===== src/hdl/fdc_param_pkg.sv =====
package fdc_param_pkg;
  // ****************************************************************
  // timing
  // ****************************************************************
  localparam int unsigned CLK_PERIOD_NS = 40;
  localparam int unsigned STEP_UNIT_NS  = 500000;
  localparam int unsigned STEP_UNIT_CYC = (STEP_UNIT_NS + CLK_PERIOD_NS - 1) / CLK_PERIOD_NS;
  // ****************************************************************
  // register offsets
  // ****************************************************************
  localparam int unsigned ADDR_W      = 12;
  localparam logic [11:0] ADDR_CMD    = 12'h000;
  localparam logic [11:0] ADDR_PARAM  = 12'h004;
  localparam logic [11:0] ADDR_GEOM   = 12'h008;
  localparam logic [11:0] ADDR_CFG    = 12'h00C;
  localparam logic [11:0] ADDR_PERP   = 12'h010;
  localparam logic [11:0] ADDR_DATA   = 12'h014;
  localparam logic [11:0] ADDR_STATUS = 12'h018;
  localparam logic [11:0] ADDR_STATE  = 12'h01C;
  // ****************************************************************
  // field positions
  // ****************************************************************
  localparam int unsigned CMD_OP_LSB    = 0;
  localparam int unsigned CMD_HEAD_BIT  = 4;
  localparam int unsigned CMD_ND_BIT    = 5;
  localparam int unsigned CMD_SK_BIT    = 6;
  localparam int unsigned CMD_MT_BIT    = 7;
  localparam int unsigned PAR_SEC_LSB   = 0;
  localparam int unsigned PAR_EOT_LSB   = 8;
  localparam int unsigned PAR_N_LSB     = 16;
  localparam int unsigned PAR_DTL_LSB   = 24;
  localparam int unsigned GEO_SPT_LSB   = 0;
  localparam int unsigned GEO_CYL_LSB   = 8;
  localparam int unsigned GEO_DIR_BIT   = 16;
  localparam int unsigned GEO_EC_BIT    = 17;
  localparam int unsigned CFG_SRT_LSB   = 0;
  localparam int unsigned CFG_PRE_LSB   = 8;
  localparam int unsigned CFG_POLL_BIT  = 16;
  localparam int unsigned PERP_LSB      = 0;
  localparam int unsigned PERP_WG_BIT   = 0;
  localparam int unsigned PERP_OW_BIT   = 7;
  localparam int unsigned ST0_IC_LSB    = 6;
  localparam int unsigned ST0_SEEK_BIT  = 5;
  localparam int unsigned ST0_HEAD_BIT  = 2;
  localparam int unsigned ST1_ENDCY_BIT = 7;
  localparam int unsigned ST1_OVRN_BIT  = 4;
  localparam int unsigned ST2_CMARK_BIT = 6;
  localparam int unsigned ST3_RDY_BIT   = 5;
  localparam int unsigned ST3_TRK0_BIT  = 4;
  localparam int unsigned ST3_HEAD_BIT  = 2;
  // ****************************************************************
  // reset values and codes
  // ****************************************************************
  localparam logic [7:0]  RST_SECTOR   = 8'h01;
  localparam logic [7:0]  RST_EOT      = 8'h12;
  localparam logic [7:0]  RST_DTL      = 8'hFF;
  localparam logic [7:0]  RST_SPT      = 8'h12;
  localparam logic [3:0]  RST_SRT      = 4'h0;
  localparam logic [7:0]  RST_PRECOMP_START_TRACK   = 8'h00;
  localparam logic [14:0] BASE_SECTOR  = 15'h0080;
  localparam logic [7:0]  FIRST_SECTOR = 8'h01;
  localparam logic [1:0]  IC_ABNORMAL  = 2'h1;
  localparam logic [1:0]  IC_READY_CHG = 2'h3;
  typedef enum logic [2:0] {
    OP_READ     = 3'b000,
    OP_READ_DEL = 3'b001,
    OP_WRITE    = 3'b010,
    OP_FORMAT   = 3'b011,
    OP_VERIFY   = 3'b100,
    OP_SEEK     = 3'b101,
    OP_SEEK_REL = 3'b110,
    OP_SENSE    = 3'b111
  } op_t;
  typedef enum logic [1:0] {
    ST_IDLE = 2'b00,
    ST_STEP = 2'b01,
    ST_FIND = 2'b10,
    ST_XFER = 2'b11
  } fsm_t;
endpackage


===== src/hdl/floppy_command_parameter_decode.sv =====
// Decided for this implementation: the placing of the registers and the APB register port.
`timescale 1ns/10ps
// How it works
// - multi-track spans both heads as one track
// - after head 0 last sector, continue head 1
// - sector length is 128 shifted by code
// - non-DMA interrupts per byte, else DMA
// - perpendicular bits change only with overwrite set
// - sense command returns present cylinder
// - polling disable stops drive ready polling
// - precompensation starts at programmable track
// - transfer starts at given sector, then advances
// - relative seek moves by count from present
// - sectors per track bounds format and counted verify
// - read with skip passes over deleted sectors
// - read-deleted with skip takes deleted only
// - step interval 0.5 to 8 ms steps
// - four status bytes kept for result phase
// - write gate option moves write gate earlier
// - excess bytes discarded on read, zeroed on write
// - enable count turns verify length into sector count
module floppy_command_parameter_decode #(
  parameter int unsigned HALF_MS_CYCLES = fdc_param_pkg::STEP_UNIT_CYC
) (
  input  wire logic        i_clk,
  input  wire logic        i_rstn,
  input  wire logic        i_psel,
  input  wire logic        i_penable,
  input  wire logic        i_pwrite,
  input  wire logic [11:0] i_paddr,
  input  wire logic [31:0] i_pwdata,
  output logic      [31:0] o_prdata,
  output logic             o_pready,
  output logic             o_pslverr,
  input  wire logic        i_disk_sector,
  input  wire logic        i_disk_deleted,
  input  wire logic        i_disk_ready,
  input  wire logic [7:0]  i_disk_rdata,
  input  wire logic        i_drive_ready,
  output logic      [7:0]  o_disk_wdata,
  output logic             o_write_gate,
  output logic             o_precomp_en,
  output logic             o_step,
  output logic             o_step_dir,
  output logic             o_head,
  output logic      [7:0]  o_sector,
  output logic      [7:0]  o_cylinder,
  output logic             o_dma_req,
  output logic             o_host_int
);
  localparam int unsigned TW = $clog2(HALF_MS_CYCLES + 1);

  typedef struct packed {
    fdc_param_pkg::fsm_t fsm;
    fdc_param_pkg::op_t  op;
    logic                mt;
    logic                sk;
    logic                nd;
    logic                head;
    logic [7:0]          sector;
    logic [7:0]          eot;
    logic [2:0]          n;
    logic [7:0]          special_sector_length;
    logic [7:0]          spt;
    logic [7:0]          cyl_arg;
    logic                dir;
    logic                ec;
    logic [3:0]          step_rate_interval;
    logic [7:0]          precomp_start_track;
    logic                poll_dis;
    logic [3:0]          perp;
    logic [7:0]          cyl;
    logic [7:0]          target;
    logic                sdir;
    logic [14:0]         bcnt;
    logic [7:0]          nsec;
    logic                xfer_on;
    logic                wg;
    logic [7:0]          data;
    logic                pending;
    logic                done_int;
    logic [7:0]          st0;
    logic [7:0]          st1;
    logic [7:0]          st2;
    logic [7:0]          st3;
    logic [TW-1:0]       tick;
    logic [4:0]          step_cnt;
    logic                step;
    logic                poll_prev;
    logic [31:0]         prdata;
  } regs_t;

  regs_t q;
  regs_t next_q;

  logic        tick_pulse;
  logic [14:0] phys_len;
  logic [14:0] xfer_len;
  logic        is_wr;
  logic        is_rd;
  logic        acc;
  logic        fin;
  logic        skipsec;
  logic        last_sec;

  // ****************************************************************
  // next state
  // ****************************************************************
  always_comb begin
    next_q     = q;
    next_q.step = 1'b0;
    fin        = 1'b0;
    skipsec    = 1'b0;
    last_sec   = 1'b0;
    tick_pulse = (q.tick == TW'(HALF_MS_CYCLES - 1));
    next_q.tick = tick_pulse ? '0 : q.tick + 1'b1;
    phys_len   = fdc_param_pkg::BASE_SECTOR << q.n;
    xfer_len   = (q.n == 3'h0) ? {7'h00, q.special_sector_length} : phys_len;
    is_wr      = (q.op == fdc_param_pkg::OP_WRITE) || (q.op == fdc_param_pkg::OP_FORMAT);
    is_rd      = (q.op == fdc_param_pkg::OP_READ) || (q.op == fdc_param_pkg::OP_READ_DEL);
    acc        = i_psel & i_penable;

    // read data is latched in the setup cycle so the access cycle needs no wait
    if (i_psel && !i_penable) begin
      if (i_paddr == fdc_param_pkg::ADDR_CMD) begin
        next_q.prdata = {24'h0000_00, q.mt, q.sk, q.nd, q.head, 1'b0, q.op};
      end else if (i_paddr == fdc_param_pkg::ADDR_PARAM) begin
        next_q.prdata = {q.special_sector_length, 5'h00, q.n, q.eot, q.sector};
      end else if (i_paddr == fdc_param_pkg::ADDR_GEOM) begin
        next_q.prdata = {14'h0000, q.ec, q.dir, q.cyl_arg, q.spt};
      end else if (i_paddr == fdc_param_pkg::ADDR_CFG) begin
        next_q.prdata = {15'h0000, q.poll_dis, q.precomp_start_track, 4'h0, q.step_rate_interval};
      end else if (i_paddr == fdc_param_pkg::ADDR_PERP) begin
        next_q.prdata = {28'h000_0000, q.perp};
      end else if (i_paddr == fdc_param_pkg::ADDR_DATA) begin
        next_q.prdata = {24'h0000_00, q.data};
      end else if (i_paddr == fdc_param_pkg::ADDR_STATUS) begin
        next_q.prdata = {q.st3, q.st2, q.st1, q.st0};
      end else if (i_paddr == fdc_param_pkg::ADDR_STATE) begin
        next_q.prdata = {8'h00, q.sector, q.cyl, 4'h0, q.fsm, q.pending, q.head};
      end else begin
        next_q.prdata = 32'h0000_0000;
      end
    end

    // ****************************************************************
    // register writes and access side effects
    // ****************************************************************
    if (acc && i_pwrite) begin
      if (i_paddr == fdc_param_pkg::ADDR_CMD) begin
        if (q.fsm == fdc_param_pkg::ST_IDLE) begin
          next_q.op       = fdc_param_pkg::op_t'(i_pwdata[fdc_param_pkg::CMD_OP_LSB +: 3]);
          next_q.mt       = i_pwdata[fdc_param_pkg::CMD_MT_BIT];
          next_q.sk       = i_pwdata[fdc_param_pkg::CMD_SK_BIT];
          next_q.nd       = i_pwdata[fdc_param_pkg::CMD_ND_BIT];
          next_q.head     = i_pwdata[fdc_param_pkg::CMD_HEAD_BIT];
          next_q.st0      = 8'h00;
          next_q.st1      = 8'h00;
          next_q.st2      = 8'h00;
          next_q.done_int = 1'b0;
          next_q.nsec     = 8'h00;
          next_q.pending  = 1'b0;
          next_q.step_cnt = {1'b0, q.step_rate_interval} + 5'h01;
          case (next_q.op)
            fdc_param_pkg::OP_SEEK: begin
              next_q.target = q.cyl_arg;
              next_q.sdir   = q.cyl_arg > q.cyl;
              next_q.fsm    = fdc_param_pkg::ST_STEP;
            end
            fdc_param_pkg::OP_SEEK_REL: begin
              next_q.sdir = q.dir;
              if (q.dir) begin
                next_q.target = q.cyl + q.cyl_arg;
              end else begin
                next_q.target = (q.cyl_arg > q.cyl) ? 8'h00 : q.cyl - q.cyl_arg;
              end
              next_q.fsm = fdc_param_pkg::ST_STEP;
            end
            fdc_param_pkg::OP_SENSE: begin
              next_q.st0 = q.st0;
              next_q.st1 = q.cyl;
            end
            default: begin
              // an early write gate must not put a stale read byte on the medium
              next_q.data = 8'h00;
              next_q.wg   = 1'b0;
              next_q.fsm  = fdc_param_pkg::ST_FIND;
            end
          endcase
        end
      end else if (i_paddr == fdc_param_pkg::ADDR_PARAM) begin
        next_q.sector = i_pwdata[fdc_param_pkg::PAR_SEC_LSB +: 8];
        next_q.eot    = i_pwdata[fdc_param_pkg::PAR_EOT_LSB +: 8];
        next_q.n      = i_pwdata[fdc_param_pkg::PAR_N_LSB +: 3];
        next_q.special_sector_length    = i_pwdata[fdc_param_pkg::PAR_DTL_LSB +: 8];
      end else if (i_paddr == fdc_param_pkg::ADDR_GEOM) begin
        next_q.spt     = i_pwdata[fdc_param_pkg::GEO_SPT_LSB +: 8];
        next_q.cyl_arg = i_pwdata[fdc_param_pkg::GEO_CYL_LSB +: 8];
        next_q.dir     = i_pwdata[fdc_param_pkg::GEO_DIR_BIT];
        next_q.ec      = i_pwdata[fdc_param_pkg::GEO_EC_BIT];
      end else if (i_paddr == fdc_param_pkg::ADDR_CFG) begin
        next_q.step_rate_interval      = i_pwdata[fdc_param_pkg::CFG_SRT_LSB +: 4];
        next_q.precomp_start_track   = i_pwdata[fdc_param_pkg::CFG_PRE_LSB +: 8];
        next_q.poll_dis = i_pwdata[fdc_param_pkg::CFG_POLL_BIT];
      end else if (i_paddr == fdc_param_pkg::ADDR_PERP) begin
        if (i_pwdata[fdc_param_pkg::PERP_OW_BIT]) begin
          next_q.perp = i_pwdata[fdc_param_pkg::PERP_LSB +: 4];
        end
      end else if (i_paddr == fdc_param_pkg::ADDR_DATA) begin
        if (is_wr && q.pending) begin
          next_q.data    = i_pwdata[7:0];
          next_q.pending = 1'b0;
        end
      end
    end else if (acc) begin
      if (i_paddr == fdc_param_pkg::ADDR_DATA && is_rd) begin
        next_q.pending = 1'b0;
      end else if (i_paddr == fdc_param_pkg::ADDR_STATUS) begin
        next_q.done_int = 1'b0;
      end
    end

    // ****************************************************************
    // command execution
    // ****************************************************************
    case (q.fsm)
      fdc_param_pkg::ST_STEP: begin
        if (q.cyl == q.target) begin
          fin = 1'b1;
          next_q.st0[fdc_param_pkg::ST0_SEEK_BIT] = 1'b1;
        end else if (tick_pulse) begin
          if (q.step_cnt == 5'h01) begin
            next_q.step     = 1'b1;
            next_q.cyl      = q.sdir ? q.cyl + 8'h01 : q.cyl - 8'h01;
            next_q.step_cnt = {1'b0, q.step_rate_interval} + 5'h01;
          end else begin
            next_q.step_cnt = q.step_cnt - 5'h01;
          end
        end
      end
      fdc_param_pkg::ST_FIND: begin
        next_q.wg = is_wr && q.perp[fdc_param_pkg::PERP_WG_BIT];
        if (i_disk_sector) begin
          skipsec = ((q.op == fdc_param_pkg::OP_READ) && q.sk && i_disk_deleted)
                 || ((q.op == fdc_param_pkg::OP_READ_DEL) && q.sk && !i_disk_deleted);
          if (is_rd && !q.sk && ((q.op == fdc_param_pkg::OP_READ) == i_disk_deleted)) begin
            next_q.st2[fdc_param_pkg::ST2_CMARK_BIT] = 1'b1;
          end
          next_q.xfer_on = (is_rd || q.op == fdc_param_pkg::OP_WRITE) && !skipsec;
          next_q.bcnt    = 15'h0000;
          next_q.data    = 8'h00;
          next_q.pending = is_wr && (q.op == fdc_param_pkg::OP_WRITE);
          next_q.wg      = is_wr;
          next_q.fsm     = fdc_param_pkg::ST_XFER;
        end
      end
      fdc_param_pkg::ST_XFER: begin
        if (i_disk_ready) begin
          next_q.bcnt = q.bcnt + 15'h0001;
          if (q.xfer_on && (q.bcnt < xfer_len)) begin
            if (is_rd) begin
              if (q.pending) begin
                next_q.st1[fdc_param_pkg::ST1_OVRN_BIT] = 1'b1;
              end
              next_q.data    = i_disk_rdata;
              next_q.pending = 1'b1;
            end else begin
              if (q.pending) begin
                next_q.st1[fdc_param_pkg::ST1_OVRN_BIT] = 1'b1;
              end
              next_q.data    = 8'h00;
              next_q.pending = (q.bcnt + 15'h0001) < xfer_len;
            end
          end else if (is_wr) begin
            next_q.data = 8'h00;
          end
          if (q.bcnt == phys_len - 15'h0001) begin
            next_q.nsec = q.nsec + 8'h01;
            if ((q.op == fdc_param_pkg::OP_FORMAT) ||
                ((q.op == fdc_param_pkg::OP_VERIFY) && q.ec)) begin
              last_sec = (q.nsec + 8'h01) == q.spt;
              next_q.sector = q.sector + 8'h01;
            end else if (q.sector == q.eot) begin
              if (q.mt && !q.head) begin
                next_q.head   = 1'b1;
                next_q.sector = fdc_param_pkg::FIRST_SECTOR;
              end else begin
                last_sec = 1'b1;
                next_q.st1[fdc_param_pkg::ST1_ENDCY_BIT] = 1'b1;
              end
            end else begin
              next_q.sector = q.sector + 8'h01;
            end
            next_q.fsm = fdc_param_pkg::ST_FIND;
            next_q.wg  = 1'b0;
            fin        = last_sec;
          end
        end
      end
      default: begin
        if (!q.poll_dis && tick_pulse) begin
          next_q.poll_prev = i_drive_ready;
          if (q.poll_prev != i_drive_ready) begin
            next_q.st0[fdc_param_pkg::ST0_IC_LSB +: 2] = fdc_param_pkg::IC_READY_CHG;
            next_q.done_int = 1'b1;
          end
        end
      end
    endcase

    // results stay readable until the next command is issued
    if (fin) begin
      next_q.fsm      = fdc_param_pkg::ST_IDLE;
      next_q.wg       = 1'b0;
      next_q.done_int = 1'b1;
      next_q.st0[fdc_param_pkg::ST0_HEAD_BIT] = q.head;
      if (next_q.st1[fdc_param_pkg::ST1_OVRN_BIT]) begin
        next_q.st0[fdc_param_pkg::ST0_IC_LSB +: 2] = fdc_param_pkg::IC_ABNORMAL;
      end
      next_q.st3 = 8'h00;
      next_q.st3[fdc_param_pkg::ST3_RDY_BIT]  = i_drive_ready;
      next_q.st3[fdc_param_pkg::ST3_TRK0_BIT] = (next_q.cyl == 8'h00);
      next_q.st3[fdc_param_pkg::ST3_HEAD_BIT] = q.head;
    end
  end

  // ****************************************************************
  // state register
  // ****************************************************************
  always_ff @(posedge i_clk or negedge i_rstn) begin
    if (!i_rstn) begin
      q          <= '0;
      q.fsm      <= fdc_param_pkg::ST_IDLE;
      q.op       <= fdc_param_pkg::OP_READ;
      q.sector   <= fdc_param_pkg::RST_SECTOR;
      q.eot      <= fdc_param_pkg::RST_EOT;
      q.special_sector_length      <= fdc_param_pkg::RST_DTL;
      q.spt      <= fdc_param_pkg::RST_SPT;
      q.step_rate_interval      <= fdc_param_pkg::RST_SRT;
      q.precomp_start_track   <= fdc_param_pkg::RST_PRECOMP_START_TRACK;
      q.step_cnt <= 5'h01;
    end else begin
      q <= next_q;
    end
  end

  // ****************************************************************
  // outputs
  // ****************************************************************
  assign o_prdata     = q.prdata;
  assign o_pready     = 1'b1;
  assign o_pslverr    = acc && (i_paddr > fdc_param_pkg::ADDR_STATE || i_paddr[1:0] != 2'b00);
  assign o_disk_wdata = q.data;
  assign o_write_gate = q.wg;
  assign o_precomp_en = q.wg && (q.cyl >= q.precomp_start_track);
  assign o_step       = q.step;
  assign o_step_dir   = q.sdir;
  assign o_head       = q.head;
  assign o_sector     = q.sector;
  assign o_cylinder   = q.cyl;
  assign o_dma_req    = q.pending && !q.nd;
  assign o_host_int   = q.done_int || (q.pending && q.nd);
endmodule


===== config.mk =====
export PLATFORM = sky130hd
export DESIGN_NAME = floppy_command_parameter_decode
export DESIGN_NICKNAME = d
export VERILOG_FILES = /design/src/hdl/fdc_param_pkg.sv /design/src/hdl/floppy_command_parameter_decode.sv
export SDC_FILE = /design/constraint.sdc
export NUM_CORES = 1
export LEC_CHECK = 0
export BUFFER_PORTS_ARGS = -buffer_cell sky130_fd_sc_hd__buf_2
export CORE_ASPECT_RATIO = 0.7
export CORE_MARGIN = 2
export CORE_UTILIZATION = 34
export CTS_BUF_LIST = sky130_fd_sc_hd__clkbuf_4
export DETAILED_ROUTE_END_ITERATION = 8
export GPL_TIMING_DRIVEN = 0
export SYNTH_ARGS = -nofsm -noshare
export SYNTH_HDL_FRONTEND = slang
export SYNTH_SLANG_ARGS = --single-unit

===== constraint.sdc =====
create_clock -name i_clk -period 7.44 [get_ports i_clk]
set_input_delay 0.744 -clock i_clk [delete_from_list [all_inputs] [get_ports i_clk]]
set_output_delay 0.744 -clock i_clk [all_outputs]
set_load 0.005 [all_outputs]

==> results.cfg <==
[timing]
slew_viol_final = 0
rsz0062_at_grt = false
fin_skew_ns = 0.0311
finalCritPeriodShare_pct = 55.3
hold_violations = 0
max_freq_ghz = 0.243
maxSlewHeadroom_pct = 8.38
fin_tns_setup_ns = 0
layout_min_cycle_time_ns = 4.11
setup_viol = 0
tightestPinTransition_ns = 1.36
timing.hold.ws_ns = 0.0677
timing.final.ws_setup_ns = 3.33

[power]
p_leak_nw = 6.40
powerDensity_nw_per_um2 = 152
p_total_mw = 2.06
irDropWorstVdd_v = 0.0000789

[final_layout]
layout.nets = 1604
finalInstanceArea_um2 = 13600
drive_above_1_share_pct = 18.9
synthToLayoutAreaGrowth_pct = 12.5

[setup_path]
critical_path.top_delay_family = simple AND/OR/NAND/NOR gates
critPathRequiredTime_ns = 8.03
cp_slowest_cell = nor3_1
max_stage_delay_ns = 0.83
critPathLaunchType = register
path_cells = clkbuf_1 > nor3_1 > nand2_1 > ha_1 > a211o_1 > nor3_1 > a2111oi_0 > or3_1 > clkbuf_1 > nor2_1 > o2bb2ai_1
endpoint_kind = register
criticalPathCategory = reg -> reg
crit_fanout = 9
cp_num_buf_inv = 2
crit_arrival_ns = 4.70

[status]
status = finished clean

[synthesis]
synth.mux.area_fraction_pct = 5.38
async_flop_share_pct = 100
netlist_instances = 1337
ys_seq_elements = 192
synth_compound_area_share_pct = 17.4
synthDistinctLibCells = 68
syn_area_um2 = 12100
avgSynthCellArea_um2 = 9.04
synth_xor_xnor_area_share_pct = 5.00
synth_top_family_by_area = simple AND/OR/NAND/NOR gates
yosys.area_share.simple_pct = 18.3
synth-adder-area-share_pct = 7.12
synth_warnings = 0
synth_ff_type = dfrtp_1
synth_edf_count = 0
yosysSeqAreaShare_pct = 39.9
syn_nets = 1465

[floorplan]
dieArea_um2 = 37100
rows = 57
coreArea_um2 = 34900
initial_core_util_pct = 34.7
pin_count = 126
die_h_um = 162
die_w_um = 229

[placement]
gp_congestion = 0.954
hpwl_um = 30700
port_buffers = 117
place_area_um2 = 13300
place_ws_ns = 3.26

[global_route]
antenna_found_initial = 4
met3_usage_pct = 6.25
grt_pass1_vias = 10300
grt_overflow = 0
grt_util_met1_pct = 32.6
grtUsageMet2_pct = 29.9
track_usage_pct = 21.7
gr-max-usage-layer = met1
grt_pass1_wl_um = 61600
grt_max_degree = 102

[route]
drt_pre_antenna_iters = 7
ant_nets = 0
drt_wl_total_um = 40200
avgRoutedWirePerCell_um = 20.5
vias_per_cell = 5.54
drc = 0
num_vias = 10900
drt_iter0_markers = 1011

[clock_tree]
ctsResizeCount = 0
tritoncts = done
cts-root-buf = clkbuf_4
clk_latency_ns = 0.67
ctsHoldBuffers = 0
clock_sinks = 192
cts_setup_buffers = 0
h-tree-depth = 4
cts_buffers = 17
clk_pin_slew_ns = 0.16
ctsLongestPathBuffers = 2

[run]
maxCapViolCount = 0

[min_path]
hp-class = in -> async
## final timing paths
path,cells past startpoint,slack (ns),start,end
worst max-delay path,11,3.33,q[182],o_disk_wdata[4]
worst min-delay path,1,0.07,i_rstn,q[50]
worst max register to register,11,3.33,q[182],o_disk_wdata[4]
worst min register to register,2,0.50,o_prdata[27],o_prdata[27]
max in group asynchronous,2,6.38,i_rstn,o_sector[7]
min in group i_clk,2,0.26,i_disk_rdata[0],o_disk_wdata[0]
## cell families (layout without fill, tap and decap cells)
| family | count (synthesis) | in the layout |
|---|---|---|
| AND/OR/NAND/NOR | 466 | 466 |
| AO/OA/AOI/OAI | 320 | 320 |
| flip-flops | 192 | 192 |
| buffers and inverters | 163 | 315 |
| XOR/XNOR | 69 | 69 |
| adder cells (fa/ha/maj) | 67 | 67 |
| multiplexers | 59 | 59 |
| other | 1 | 4 |
## synth_stat cells (5+ instances only)
cell type | count | area share (%)
a21o_1 | 15 | 0.93
nor2b_1 | 16 | 0.83
mux2_2 | 48 | 4.5
o21a_1 | 8 | 0.50
nor4_1 | 10 | 0.52
a21oi_1 | 51 | 2.1
and2_1 | 6 | 0.31
a221oi_1 | 8 | 0.58
o21ai_0 | 106 | 4.4
o211ai_1 | 9 | 0.56
and3_1 | 20 | 1.0
a31oi_1 | 18 | 0.93
nor2_1 | 94 | 2.9
dfrtp_1 | 178 | 37
a22oi_1 | 14 | 0.87
nand2b_1 | 10 | 0.52
nand2_1 | 167 | 5.2
o2bb2ai_1 | 8 | 0.58
buf_4 | 57 | 3.5
clkbuf_1 | 57 | 1.8
a222oi_1 | 14 | 1.2
xnor2_1 | 29 | 2.1
nand3b_1 | 7 | 0.43
a32oi_1 | 6 | 0.43
mux2i_1 | 11 | 0.91
ha_1 | 64 | 6.6
dfstp_2 | 14 | 3.0
nor3_1 | 32 | 1.3
nand3_1 | 59 | 2.4
and4_1 | 5 | 0.36
a211oi_1 | 8 | 0.50
o31ai_1 | 13 | 0.81
xor2_1 | 40 | 2.9
a22o_1 | 8 | 0.58
or3_1 | 9 | 0.47
or4_1 | 8 | 0.50
nand4_1 | 7 | 0.36
inv_1 | 43 | 1.3
## metal layers
layer	wire [um]	vias to the layer above
met5	13	-
met4	844	2
met3	3780	66
met2	16100	469
met1	19400	5310
li1	-	5036
## sequential cells by signal, summed over array words and instances, names as in the netlist
name,flops
o_prdata,32
o_cylinder,8
q,132
o_disk_wdata,8
o_step,1
o_step_dir,1
o_head,1
o_sector,8
o_write_gate,1
## placed cells by master (no fill, tap or decap), drive strengths merged, types with 6 or more instances in the layout
cell type,netlist,final
or3,9,9
o21a,8,8
a31oi,18,18
mux2,48,48
nor3,32,32
nor2b,16,16
a22oi,14,14
a211oi,8,8
dfstp,14,14
ha,64,64
nor2,94,94
clkbuf,57,74
and3,20,20
a221oi,8,8
o31ai,13,13
dfrtp,178,178
or4,8,8
o21ai,108,108
xor2,40,40
nand3b,7,7
xnor2,29,29
and2,6,6
clkinv,1,9
nand4,7,7
o2bb2ai,8,8
inv,43,50
mux2i,11,11
nand2,167,167
nand2b,10,10
a21o,15,15
nand3,59,59
a32oi,6,6
a22o,8,8
a21oi,51,51
buf,62,182
o211ai,9,9
a222oi,14,14
nor4,10,10
## through the flow
| step | std cells | utilization (%) |
|---|---|---|
| 3_5_place_dp | 1929 | 38.2 |
| 3_3_place_gp | 1926 | 38.0 |
| 6_report | 1964 | 39.0 |
| 5_1_grt | 1964 | 39.0 |
| 4_1_cts | 1961 | 39.0 |
| 2_1_floorplan | 1337 | - |
## power breakdown
| group | internal [mW] | switching, mW | leakage (nW) |
|---|---|---|---|
| registers | 1.09 | 0.0535 | 2.42 |
| logic | 0.153 | 0.183 | 3.83 |
| clock network | 0.149 | 0.434 | 0.150 |
| total | 1.39 | 0.671 | 6.40 |
## area by class of cell
cell class | instances | area (um^2)
Tap cell | 472 | 591
Clock buffer | 17 | 128
Fill cell | 3549 | 21300
Buffer | 119 | 662
Sequential cell | 192 | 4820
Multi-Input combinational cell | 982 | 6440
Inverter | 44 | 165
Timing Repair Buffer | 120 | 636
Antenna cell | 3 | 7.51
Clock inverter | 15 | 148
Note: power is estimated with default switching activity, not from simulation.
